==> src/hw/intc_regs.svh <==
// Register offsets, reset values, field positions and timing of the interrupt priority block
`ifndef INTC_REGS_SVH
`define INTC_REGS_SVH

// Register indices; byte address = index * 4 (printed offsets are not all multiples of four)
`define IDX_PRIO_HIGH_BASE       8'hb7
`define IDX_PRIO_LOW_BASE        8'hb8
`define IDX_PRIO_LOW_EXT         8'hef
`define IDX_PRIO_HIGH_EXT        8'hf7
`define IDX_PRIO_LOW_EXT_SECOND  8'hfe
`define IDX_PRIO_HIGH_EXT_SECOND 8'hff
// Own registers, byte address = index * 4
`define IDX_SERVICE_STATUS       8'h40
`define IDX_VECTOR_STATUS        8'h41

// Reset values
`define RST_PRIO                 8'h00

// Writable masks
`define MASK_BASE                8'h7f
`define MASK_EXT                 8'hff
`define MASK_EXT_SECOND          8'h07

// Field positions of the base group
`define BIT_EXT0                 0
`define BIT_TIMER0               1
`define BIT_EXT1                 2
`define BIT_TIMER1               3
`define BIT_SERIAL0              4
`define BIT_BROWNOUT             5
`define BIT_ADC                  6
// Field positions of the extended group
`define BIT_I2C                  0
`define BIT_PIN                  1
`define BIT_CAPTURE              2
`define BIT_PWM                  3
`define BIT_WDT                  4
`define BIT_FAULT                5
`define BIT_SPI                  6
`define BIT_TIMER2               7
// Field positions of the second extended group
`define BIT_SERIAL1              0
`define BIT_TIMER3               1
`define BIT_WAKEUP               2

// Hardware call length in clock cycles
`define CALL_CYCLES              4

`endif

==> src/hw/intc_pkg.sv <==
// Types shared by the interrupt priority block
package intc_pkg;
	typedef logic [1:0] level_t;
	typedef logic [4:0] src_t;
	typedef enum logic [1:0] {
		BR_OKAY   = 2'b00,
		BR_SLVERR = 2'b10
	} bresp_t;
endpackage

==> src/hw/interrupt_priority_vectoring.sv <==
// Interrupt priority resolution, vectoring and in-service tracking
`timescale 1ns/1ps
`include "intc_regs.svh"

// Notes on behaviour
// - Base low register, bits 6..0 ADC..external 0, bit 7 unused, reset zero.
// - Base high register, same positions as base low, reset zero.
// - Extended low register, bits 7..0 timer 2 down to I2C, reset zero.
// - Extended high register, same eight sources and positions, reset zero.
// - Second extended low, bit 2 wake-up, 1 timer 3, 0 serial 1.
// - Second extended high, bits 2..0 wake-up, timer 3, serial 1, reset zero.
// - Level of a source is its high bit joined with its low bit.
// - Flags sampled, polled and resolved every clock in one cycle.
// - No call while equal or higher level is in service.
// - Call only on the last cycle of the current instruction.
// - No call when instruction writes enable or priority bits, or is return-from-interrupt.
// - Blocked requests are not remembered; every poll starts anew.
// - Vectoring pushes program counter, not status word, then loads vector.
// - Flag clearing on vectoring is left to each source.
// - Return-from-interrupt pops program counter and ends the current service level.
// - Plain return restores program counter and leaves service state set.
// - Four levels, high/low pair 00..11 gives level 0..3.
// - Same level ties go to higher natural priority; no preemption by it.
// - Hardware vector call takes four clock cycles.
module interrupt_priority_vectoring
	import intc_pkg::*;
#(
	parameter int NUM_SRC = 18
) (
	input  wire logic               sys_clk,
	input  wire logic               srst,
	// Request flags in natural priority order, bit 0 highest
	input  wire logic [NUM_SRC-1:0] irq_flag,
	// Core status for the call decision
	input  wire logic               instr_last_cycle,
	input  wire logic               instr_writes_int_cfg,
	input  wire logic               instr_is_return_from_interrupt,
	input  wire logic               instr_is_ret,
	// Call towards the core
	output logic                    call_start,
	output logic                    call_busy,
	output logic                    call_push_pc,
	output logic                    call_save_status,
	output logic                    call_load_vector,
	output logic [4:0]              call_source,
	output logic                    pop_pc,
	output logic                    flag_ack_valid,
	output logic [4:0]              flag_ack_source,
	output logic [3:0]              in_service,
	// AXI4-Lite slave
	input  wire logic [9:0]         s_axi_awaddr,
	input  wire logic               s_axi_awvalid,
	output logic                    s_axi_awready,
	input  wire logic [31:0]        s_axi_wdata,
	input  wire logic [3:0]         s_axi_wstrb,
	input  wire logic               s_axi_wvalid,
	output logic                    s_axi_wready,
	output logic [1:0]              s_axi_bresp,
	output logic                    s_axi_bvalid,
	input  wire logic               s_axi_bready,
	input  wire logic [9:0]         s_axi_araddr,
	input  wire logic               s_axi_arvalid,
	output logic                    s_axi_arready,
	output logic [31:0]             s_axi_rdata,
	output logic [1:0]              s_axi_rresp,
	output logic                    s_axi_rvalid,
	input  wire logic               s_axi_rready
);

	// Priority registers
	logic [7:0] prio_low_base;
	logic [7:0] prio_high_base;
	logic [7:0] prio_low_ext;
	logic [7:0] prio_high_ext;
	logic [7:0] prio_low_ext_second;
	logic [7:0] prio_high_ext_second;

	// Bus holding registers
	logic        aw_held;
	logic        w_held;
	logic [9:0]  aw_addr;
	logic [31:0] w_data;
	logic [3:0]  w_strb;

	// Call sequencer
	logic [2:0]  call_cnt;
	logic [NUM_SRC-1:0] sampled;
	level_t      win_level;
	logic [4:0]  win_src;
	logic        win_valid;
	logic        accept;

	// Map from natural priority index to register pair and bit
	function automatic level_t src_level(input int s);
		logic lo;
		logic hi;
		begin
			lo = 1'b0;
			hi = 1'b0;
			unique case (s)
				0: begin lo = prio_low_base[`BIT_EXT0];        hi = prio_high_base[`BIT_EXT0]; end
				1: begin lo = prio_low_base[`BIT_BROWNOUT];    hi = prio_high_base[`BIT_BROWNOUT]; end
				2: begin lo = prio_low_ext[`BIT_WDT];          hi = prio_high_ext[`BIT_WDT]; end
				3: begin lo = prio_low_base[`BIT_TIMER0];      hi = prio_high_base[`BIT_TIMER0]; end
				4: begin lo = prio_low_ext[`BIT_I2C];          hi = prio_high_ext[`BIT_I2C]; end
				5: begin lo = prio_low_base[`BIT_ADC];         hi = prio_high_base[`BIT_ADC]; end
				6: begin lo = prio_low_base[`BIT_EXT1];        hi = prio_high_base[`BIT_EXT1]; end
				7: begin lo = prio_low_ext[`BIT_PIN];          hi = prio_high_ext[`BIT_PIN]; end
				8: begin lo = prio_low_base[`BIT_TIMER1];      hi = prio_high_base[`BIT_TIMER1]; end
				9: begin lo = prio_low_base[`BIT_SERIAL0];     hi = prio_high_base[`BIT_SERIAL0]; end
				10: begin lo = prio_low_ext[`BIT_FAULT];       hi = prio_high_ext[`BIT_FAULT]; end
				11: begin lo = prio_low_ext[`BIT_SPI];         hi = prio_high_ext[`BIT_SPI]; end
				12: begin lo = prio_low_ext[`BIT_TIMER2];      hi = prio_high_ext[`BIT_TIMER2]; end
				13: begin lo = prio_low_ext[`BIT_CAPTURE];     hi = prio_high_ext[`BIT_CAPTURE]; end
				14: begin lo = prio_low_ext[`BIT_PWM];         hi = prio_high_ext[`BIT_PWM]; end
				15: begin lo = prio_low_ext_second[`BIT_SERIAL1]; hi = prio_high_ext_second[`BIT_SERIAL1]; end
				16: begin lo = prio_low_ext_second[`BIT_TIMER3];  hi = prio_high_ext_second[`BIT_TIMER3]; end
				17: begin lo = prio_low_ext_second[`BIT_WAKEUP];  hi = prio_high_ext_second[`BIT_WAKEUP]; end
				default: begin lo = 1'b0; hi = 1'b0; end
			endcase
			src_level = {hi, lo};
		end
	endfunction

	// Highest set in-service level, or none
	function automatic logic [3:0] top_only(input logic [3:0] v);
		begin
			if (v[3])
				top_only = 4'h8;
			else if (v[2])
				top_only = 4'h4;
			else if (v[1])
				top_only = 4'h2;
			else
				top_only = {3'b000, v[0]};
		end
	endfunction

	// Live sample of flags; no pending memory kept
	assign sampled = irq_flag;

	// Resolve the winner: highest level, then lowest natural index
	always_comb begin
		win_valid = 1'b0;
		win_level = 2'b00;
		win_src   = 5'h00;
		for (int s = NUM_SRC - 1; s >= 0; s--) begin
			if (sampled[s] && (!win_valid || src_level(s) >= win_level)) begin
				win_valid = 1'b1;
				win_level = src_level(s);
				win_src   = 5'(s);
			end
		end
	end

	// Acceptance gate for a new call
	always_comb begin
		accept = win_valid && !call_busy
			&& (top_only(in_service) < (4'h1 << win_level))
			&& instr_last_cycle
			&& !instr_writes_int_cfg && !instr_is_return_from_interrupt && !call_srst_block();
	end

	// Synchronous reset also blocks a call, beyond the listed conditions
	function automatic logic call_srst_block();
		call_srst_block = srst;
	endfunction

	// Call sequencer of fixed length
	always_ff @(posedge sys_clk) begin
		if (srst) begin
			call_cnt    <= 3'h0;
			call_source <= 5'h00;
		end else if (accept) begin
			call_cnt    <= 3'(`CALL_CYCLES);
			call_source <= win_src;
		end else if (call_cnt != 3'h0) begin
			call_cnt <= call_cnt - 3'h1;
		end
	end

	assign call_start       = accept;
	assign call_busy        = (call_cnt != 3'h0);
	assign call_push_pc     = (call_cnt == 3'(`CALL_CYCLES));
	assign call_load_vector = (call_cnt == 3'h1);
	assign call_save_status = 1'b0;
	assign pop_pc           = instr_is_return_from_interrupt || instr_is_ret;
	// Acknowledge only; each source decides whether to clear
	assign flag_ack_valid   = call_load_vector;
	assign flag_ack_source  = call_source;

	// In-service tracking, one flag per level
	always_ff @(posedge sys_clk) begin
		if (srst)
			in_service <= 4'h0;
		else if (accept)
			in_service <= in_service | (4'h1 << win_level);
		else if (instr_is_return_from_interrupt && instr_last_cycle)
			in_service <= in_service & ~top_only(in_service);
	end

	// AXI write channel capture
	always_ff @(posedge sys_clk) begin
		if (srst) begin
			aw_held <= 1'b0;
			w_held  <= 1'b0;
			aw_addr <= 10'h000;
			w_data  <= 32'h0000_0000;
			w_strb  <= 4'h0;
		end else if (s_axi_bvalid && s_axi_bready) begin
			aw_held <= 1'b0;
			w_held  <= 1'b0;
		end else begin
			if (s_axi_awvalid && s_axi_awready) begin
				aw_held <= 1'b1;
				aw_addr <= s_axi_awaddr;
			end
			if (s_axi_wvalid && s_axi_wready) begin
				w_held <= 1'b1;
				w_data <= s_axi_wdata;
				w_strb <= s_axi_wstrb;
			end
		end
	end

	assign s_axi_awready = !aw_held;
	assign s_axi_wready  = !w_held;

	// Write response and decode error
	always_ff @(posedge sys_clk) begin
		if (srst) begin
			s_axi_bvalid <= 1'b0;
			s_axi_bresp  <= BR_OKAY;
		end else if (s_axi_bvalid) begin
			if (s_axi_bready)
				s_axi_bvalid <= 1'b0;
		end else if (aw_held && w_held) begin
			s_axi_bvalid <= 1'b1;
			s_axi_bresp  <= mapped(aw_addr[9:2]) ? BR_OKAY : BR_SLVERR;
		end
	end

	function automatic logic mapped(input logic [7:0] idx);
		mapped = (idx == `IDX_PRIO_HIGH_BASE) || (idx == `IDX_PRIO_LOW_BASE)
			|| (idx == `IDX_PRIO_LOW_EXT) || (idx == `IDX_PRIO_HIGH_EXT)
			|| (idx == `IDX_PRIO_LOW_EXT_SECOND) || (idx == `IDX_PRIO_HIGH_EXT_SECOND)
			|| (idx == `IDX_SERVICE_STATUS) || (idx == `IDX_VECTOR_STATUS);
	endfunction

	// Register writes, lane 0 only
	always_ff @(posedge sys_clk) begin
		if (srst) begin
			prio_low_base        <= `RST_PRIO;
			prio_high_base       <= `RST_PRIO;
			prio_low_ext         <= `RST_PRIO;
			prio_high_ext        <= `RST_PRIO;
			prio_low_ext_second  <= `RST_PRIO;
			prio_high_ext_second <= `RST_PRIO;
		end else if (aw_held && w_held && !s_axi_bvalid && w_strb[0]) begin
			unique case (aw_addr[9:2])
				`IDX_PRIO_LOW_BASE:        prio_low_base  <= w_data[7:0] & `MASK_BASE;
				`IDX_PRIO_HIGH_BASE:       prio_high_base <= w_data[7:0] & `MASK_BASE;
				`IDX_PRIO_LOW_EXT:         prio_low_ext   <= w_data[7:0] & `MASK_EXT;
				`IDX_PRIO_HIGH_EXT:        prio_high_ext  <= w_data[7:0] & `MASK_EXT;
				`IDX_PRIO_LOW_EXT_SECOND:  prio_low_ext_second  <= w_data[7:0] & `MASK_EXT_SECOND;
				`IDX_PRIO_HIGH_EXT_SECOND: prio_high_ext_second <= w_data[7:0] & `MASK_EXT_SECOND;
				default: ;
			endcase
		end
	end

	// Read channel
	always_ff @(posedge sys_clk) begin
		if (srst) begin
			s_axi_rvalid <= 1'b0;
			s_axi_rdata  <= 32'h0000_0000;
			s_axi_rresp  <= BR_OKAY;
		end else if (s_axi_rvalid) begin
			if (s_axi_rready)
				s_axi_rvalid <= 1'b0;
		end else if (s_axi_arvalid) begin
			s_axi_rvalid <= 1'b1;
			s_axi_rresp  <= mapped(s_axi_araddr[9:2]) ? BR_OKAY : BR_SLVERR;
			unique case (s_axi_araddr[9:2])
				`IDX_PRIO_LOW_BASE:        s_axi_rdata <= {24'h0, prio_low_base};
				`IDX_PRIO_HIGH_BASE:       s_axi_rdata <= {24'h0, prio_high_base};
				`IDX_PRIO_LOW_EXT:         s_axi_rdata <= {24'h0, prio_low_ext};
				`IDX_PRIO_HIGH_EXT:        s_axi_rdata <= {24'h0, prio_high_ext};
				`IDX_PRIO_LOW_EXT_SECOND:  s_axi_rdata <= {24'h0, prio_low_ext_second};
				`IDX_PRIO_HIGH_EXT_SECOND: s_axi_rdata <= {24'h0, prio_high_ext_second};
				`IDX_SERVICE_STATUS:       s_axi_rdata <= {28'h0, in_service};
				`IDX_VECTOR_STATUS:        s_axi_rdata <= {23'h0, call_busy, 3'h0, call_source};
				default:                   s_axi_rdata <= 32'h0000_0000;
			endcase
		end
	end

	assign s_axi_arready = !s_axi_rvalid;

endmodule

==> config.mk <==
export PLATFORM = sky130hd
export DESIGN_NAME = interrupt_priority_vectoring
export DESIGN_NICKNAME = d
export VERILOG_FILES = /design/src/hw/intc_pkg.sv /design/src/hw/interrupt_priority_vectoring.sv
export VERILOG_INCLUDE_DIRS = /design/src /design/src/hw
export SDC_FILE = /design/constraint.sdc
export NUM_CORES = 1
export LEC_CHECK = 0
export BUFFER_PORTS_ARGS = -buffer_cell sky130_fd_sc_hd__buf_2
export CORE_MARGIN = 1.5
export CORE_UTILIZATION = 54
export CTS_CLUSTER_DIAMETER = 40
export CTS_CLUSTER_SIZE = 40
export DETAILED_ROUTE_END_ITERATION = 8
export PLACE_DENSITY = 0.81
export SYNTH_ARGS = -nofsm -noshare
export SYNTH_HDL_FRONTEND = slang
export SYNTH_SLANG_ARGS = --single-unit
export TNS_END_PERCENT = 20
==> constraint.sdc <==
create_clock -name sys_clk -period 41.3 [get_ports sys_clk]
set_input_delay 6.195 -clock sys_clk [delete_from_list [all_inputs] [get_ports sys_clk]]
set_output_delay 6.195 -clock sys_clk [all_outputs]
set_load 0.1 [all_outputs]
==> impl_metrics.tcl, run 1 <==
set metrics [dict create \
    std_cell_rows 37 \
    hold_viol 0 \
    max_cap_viol_count 0 \
    nets 913 \
    drive_above_1_share_pct 17.7 \
    overflow 0 \
    power_leakage_nw 2.72 \
    critPathMaxFanout 11 \
    seqPwrFrac_pct 36.1 \
    cts_setup_buffers 0 \
    clock_path_buffers 2 \
    grt_antenna_before_repair 0 \
    power.internal_w 0.000133 \
    area_growth_syn_to_layout_pct 10.3 \
    clock_skew_ps 7.12 \
    port_buffers 89 \
    drtAntennaViolNets 0 \
    grt_pass1_vias 5259 \
    grtUsageTotal_pct 27.0 \
    final_max_slew_viol_count 0 \
    yosys_warnings 0 \
    num_vias 5607 \
    initial_core_util_pct 56.0 \
    grt_pass1_wl_microns 24800 \
    yosysUniqueCellTypes 81 \
    ys_seq_elements 80 \
    setup-tns-final_ps 0 \
    crit_path_end_kind "primary output" \
    insertedDiodeCount 0 \
    critPathLaunchType "input port" \
    synthArstFlopShare_pct 0 \
    worstPathRequired_ps 35100 \
    clockPowerShare_pct 25.3 \
    cts_tree "done" \
    clock-sinks 80 \
    grt_start_max_net_pins 87 \
    worstPathArrival_ps 31030 \
    avgSynthCellArea_sq_um 8.02 \
    firstDrtPassIters 6 \
    cpMostUsedCell "ha_1" \
    synth-edff-count 0 \
    period_needed_ps 37230 \
    setup_viol 0 \
    die_h_microns 107 \
    drcViolationCount 0 \
    worstSetupPathType "in2out" \
    hp-class "reg2reg" \
    htree_levels 3 \
    fillCellCount 912 \
    dieWidth_microns 107 \
    dp_hpwl_microns 11500 \
    switching_power_w 0.0000979 \
    clk_latency_ps 360 \
    finalCritPeriodShare_pct 90.1 \
    yosysSeqAreaShare_pct 27.6 \
    clkTransAtPathRegs_ps 80 \
    worst_path_max_delay_cell "a2111oi_0" \
    postSynthCellCount 724 \
    drtIter0Drc 550 \
    place_congestion 0.928 \
    dieArea_sq_um 11400 \
    rsz0062_at_grt "no" \
    ir_drop_mv 0.0264 \
    max_freq_mhz 26.9 \
    slew-limit-headroom_pct 13.4 \
    routed_via_density 5.98 \
    syn_area_sq_um 5810 \
    status "completed" \
    p_per_area_nw_per_um2 36.1 \
    cts_buffers 9 \
    io_pins 147 \
    postCtsHoldBufs 0 \
    core_sq_um 10400 \
    switching_share_pct 42.4 \
    cp_slowest_stage_delay_ps 670 \
    p_comb_share_pct 38.5 \
    ctsResizeCount 0 \
    synthFlopType "dfxtp_1" \
    tightest_slew_ps 1290 \
    wire_per_inst_microns 15.9 \
    root_buffer "clkbuf_8" \
    fin_util_pct 61.8 \
    routed_wirelength_microns 15000 \
]
-- through the flow --
stage | hold WS, ps | setup WS [ps] | cells | power (W) | cell area (sq um)
2_1_floorplan | 440 | 6320 | 749 | 0.000162 | 5900
3_3_place_gp | 443 | 5040 | 922 | 0.000171 | 6200
3_5_place_dp | 458 | 4260 | 922 | 0.000174 | 6200
4_1_cts | 469 | 4190 | 938 | 0.000232 | 6410
5_1_grt | 495 | 1980 | 938 | 0.000243 | 6410
6_report | 467 | 4070 | 938 | 0.000231 | 6410
-- layout by cell type (no fill, tap or decap), types with 12 or more instances in the layout --
cell and count:
inv_1 42, nor3_1 12, a21oi_1 32, nand2_1 71, buf_2 89, o21ai_0 26
dfxtp_1 80, nor2_1 88, nand3_1 18, nand2b_1 30, ha_1 31, conb_1 26
a22oi_1 13, mux2i_1 57
-- worst paths after layout --
path,start,endpoint,slack [ps],depth (start not counted)
hold / removal,s_axi_rdata[8],s_axi_rdata[8],470,2
hold reg to reg,s_axi_rdata[8],s_axi_rdata[8],470,2
setup / recovery,irq_flag[17],call_start,4070,114
setup reg to reg,prio_low_ext_second[1],call_source[2],16260,111
-- power groups by stage --
stage               clock (W)  sequential, W  combinational (W)
floorplan                   0      0.0000892          0.0000723
global placement            0      0.0000850          0.0000860
detailed placement          0      0.0000852          0.0000886
CTS                 0.0000592      0.0000834          0.0000889
global route        0.0000628      0.0000840          0.0000960
finish              0.0000586      0.0000834          0.0000890
-- critical path, delay by kind of cell --
kind / cells / cell delay [ps]
buffers and inverters: 4 / 690
AO/OA/AOI/OAI: 48 / 11620
adder cells (fa/ha/maj): 20 / 5480
multiplexers: 1 / 420
AND/OR/NAND/NOR: 41 / 6550
-- state kept, by name (all words and copies together), names as in the netlist, 4 cells and up --
register,flops
prio_high_ext,8
in_service,4
aw_addr,8
s_axi_rdata,9
prio_low_ext,8
prio_low_base,7
call_source,5
w_data,8
prio_high_base,7
-- per-layer routing --
metal	wire (microns)	vias up	GRT usage, %
met5	0	-	0
met4	346	0	8.67
met3	1030	32	3.89
met2	7380	237	48.0
met1	6200	2638	33.4
li1	-	2700	-
-- area by class of cell --
class	instances	area, sq um	area share, %
Clock buffer	9	124	1.93
Clock inverter	7	77.6	1.21
Inverter	42	158	2.46
Multi-Input combinational cell	573	3810	59.6
Sequential cell	80	1600	25.0
Tap cell	136	170	2.66
Timing Repair Buffer	91	460	7.19
-- cell usage after synthesis, drive strengths merged, types with 6 or more instances --
cell,number,area [sq um]
a21oi,33,176
a221oi,7,61.3
a22oi,13,97.6
a31o,6,61.3
a31oi,7,65.1
and2,9,56.3
and3,6,37.5
buf,38,272
clkbuf,16,60.1
dfxtp,80,1600
ha,31,388
inv,42,158
mux2,6,71.3
mux2i,57,571
nand2,71,267
nand2b,30,188
nand3,18,90.1
nor2,89,337
nor2b,9,56.3
nor3,13,70.1
nor4,11,75.1
o21a,6,45.0
o21ai,27,139
o22ai,6,43.8
o31ai,6,63.8
or3,6,37.5
-- cells by family after synthesis --
group / Yosys count / synth area share (%)
AOI/OAI and AO/OA: 161 / 21.1
xor gates and xnor gates: 1 / 0.151
muxes: 63 / 11.1
and+or+nand+nor: 288 / 24.4
DFF: 80 / 27.6
adders and majority gates: 34 / 7.20
other: 1 / 0.0646
buffers and inverters: 96 / 8.43
Note: power is estimated with default switching activity, not from simulation.
==> inputs of run 2 (changes only) <==
--- a/config.mk
+++ b/config.mk
@@ -7,7 +7,7 @@
 export NUM_CORES = 1
 export LEC_CHECK = 0
 export BUFFER_PORTS_ARGS = -buffer_cell sky130_fd_sc_hd__buf_2
-export CORE_MARGIN = 1.5
+export CORE_MARGIN = 8
 export CORE_UTILIZATION = 54
 export CTS_CLUSTER_DIAMETER = 40
 export CTS_CLUSTER_SIZE = 40
==> run 2 against run 1 <==
Compared with the run above: wire length decreased by 0.83%; count of clock-buffer cells in the layout is the same; combinational power fell by 1%; global-route usage down 7.0 points; critical path type unchanged; largest cell class unchanged.
==> impl_metrics.tcl, run 2 (same netlist as run 1, synthesis figures left out) <==
set metrics [dict create \
    status "completed" \
    firstDrtPassIters 8 \
    ir_drop_mv 0.0303 \
    clock-sinks 80 \
    worstPathArrival_ps 30950 \
    max_cap_viol_count 0 \
    p_per_area_nw_per_um2 35.7 \
    worstPathRequired_ps 35100 \
    htree_levels 3 \
    wire_per_inst_microns 15.8 \
    num_vias 5471 \
    tightest_slew_ps 1220 \
    drcViolationCount 0 \
    drtAntennaViolNets 0 \
    routed_via_density 5.81 \
    worst_path_max_delay_cell "a2111oi_0" \
    clock_path_buffers 2 \
    routed_wirelength_microns 14800 \
    critPathMaxFanout 11 \
    root_buffer "clkbuf_8" \
    rrSetupSlack_ps 16380 \
    setup_viol 0 \
    die_h_microns 120 \
    std_cell_rows 38 \
    r2r_start "prio_low_ext_second[1]" \
    clock_skew_ps 9.55 \
    rsz0062_at_grt "no" \
    core_sq_um 10700 \
    dp_hpwl_microns 11500 \
    dieArea_sq_um 14300 \
    setup-tns-final_ps 0 \
    grt_pass1_wl_microns 24000 \
    io_pins 147 \
    hold_viol 0 \
    hold_path_end "s_axi_rdata[8]" \
    critPathLaunchType "input port" \
    cts_setup_buffers 0 \
    hp-class "reg2reg" \
    final_common_cell "buf_2" \
    clk_latency_ps 350 \
    cpMostUsedCell "ha_1" \
    cp_slowest_stage_delay_ps 720 \
    place_congestion 0.889 \
    power_w 0.000229 \
    dieWidth_microns 120 \
    whs_ps 461 \
    grt_antenna_before_repair 0 \
    cts_buffers 9 \
    drtIter0Drc 419 \
    grt_pass1_vias 5037 \
    largest_reg_flops 9 \
    nets 913 \
    ctsResizeCount 0 \
    postCtsHoldBufs 0 \
    fillCellCount 996 \
    initial_core_util_pct 54.5 \
    cts_tree "done" \
    port_buffers 89 \
    period_needed_ps 37150 \
    r2r_end "in_service[3]" \
    overflow 0 \
    area_growth_syn_to_layout_pct 10.4 \
    drive_above_1_share_pct 17.7 \
    final_max_slew_viol_count 0 \
    power_leakage_nw 2.71 \
    layout_common_cells "buf_2 (89), nor2_1 (88), dfxtp_1 (80)" \
    placed_cells 926 \
    insertedDiodeCount 0 \
    crit_path_end_kind "primary output" \
    clkTransAtPathRegs_ps 80 \
    grtUsageTotal_pct 20.0 \
    r2r_cells 110 \
    top_register "s_axi_rdata" \
    stdcell_count 941 \
    max_freq_mhz 26.9 \
    slew-limit-headroom_pct 17.8 \
    min_path_cells 2 \
    fin_ws_ps 4150 \
    pre_cts_ws_ps 4340 \
    min-delay-start "s_axi_rdata[8]" \
    worstSetupPathType "in2out" \
    grt_start_max_net_pins 87 \
    finalCritPeriodShare_pct 89.9 \
]
run 2: how the worst max path moves through the flow:
stage	startpoint	endpoint	slack, ps	cells past startpoint
6_report	irq_flag[17]	call_start	4150	114
5_1_grt	irq_flag[17]	call_start	1860	116
4_1_cts	irq_flag[17]	call_start	4240	114
3_5_place_dp	irq_flag[17]	call_start	4340	114
3_3_place_gp	irq_flag[17]	call_start	4640	114
2_1_floorplan	irq_flag[17]	call_start	6320	113
run 2: routing by layer:
layer / vias up / global-route usage (%) / part of all wire, %
li1: 2707 / - / -
met1: 2544 / 24.2 / 43
met2: 202 / 34.3 / 47
met3: 18 / 5.21 / 7.9
met4: 0 / 5.07 / 1.7
met5: - / 0 / 0
run 2: metrics by stage:
stage	instance area, sq um	utilization (%)
final	6410	60.2
after global routing	6410	60.2
after CTS	6410	60.2
after detailed placement	6220	58.4
after global placement	6220	58.4
after floorplan	5900	-
run 2: area by class of cell:
type / count / area [sq um] / area share, %
Clock buffer: 9 / 124 / 1.93
Sequential cell: 80 / 1600 / 25.0
Clock inverter: 6 / 70.1 / 1.09
Multi-Input combinational cell: 573 / 3820 / 59.6
Inverter: 42 / 158 / 2.46
Timing Repair Buffer: 91 / 460 / 7.18
Tap cell: 140 / 175 / 2.73
run 2: critical path: cells and delay by family:
| family | cells | cell delay [ps] |
|---|---|---|
| buf+inv | 4 | 700 |
| compound gates | 48 | 11690 |
| simple gates | 41 | 6460 |
| mux | 1 | 410 |
| fa+ha+maj | 20 | 5470 |
run 2: where the power goes:
part / internal, W / leakage, nW / switching, W
Clock: 0.0000279 / 0.0879 / 0.0000293
Combinational: 0.0000243 / 1.97 / 0.0000639
Sequential: 0.0000803 / 0.649 / 0.00000318
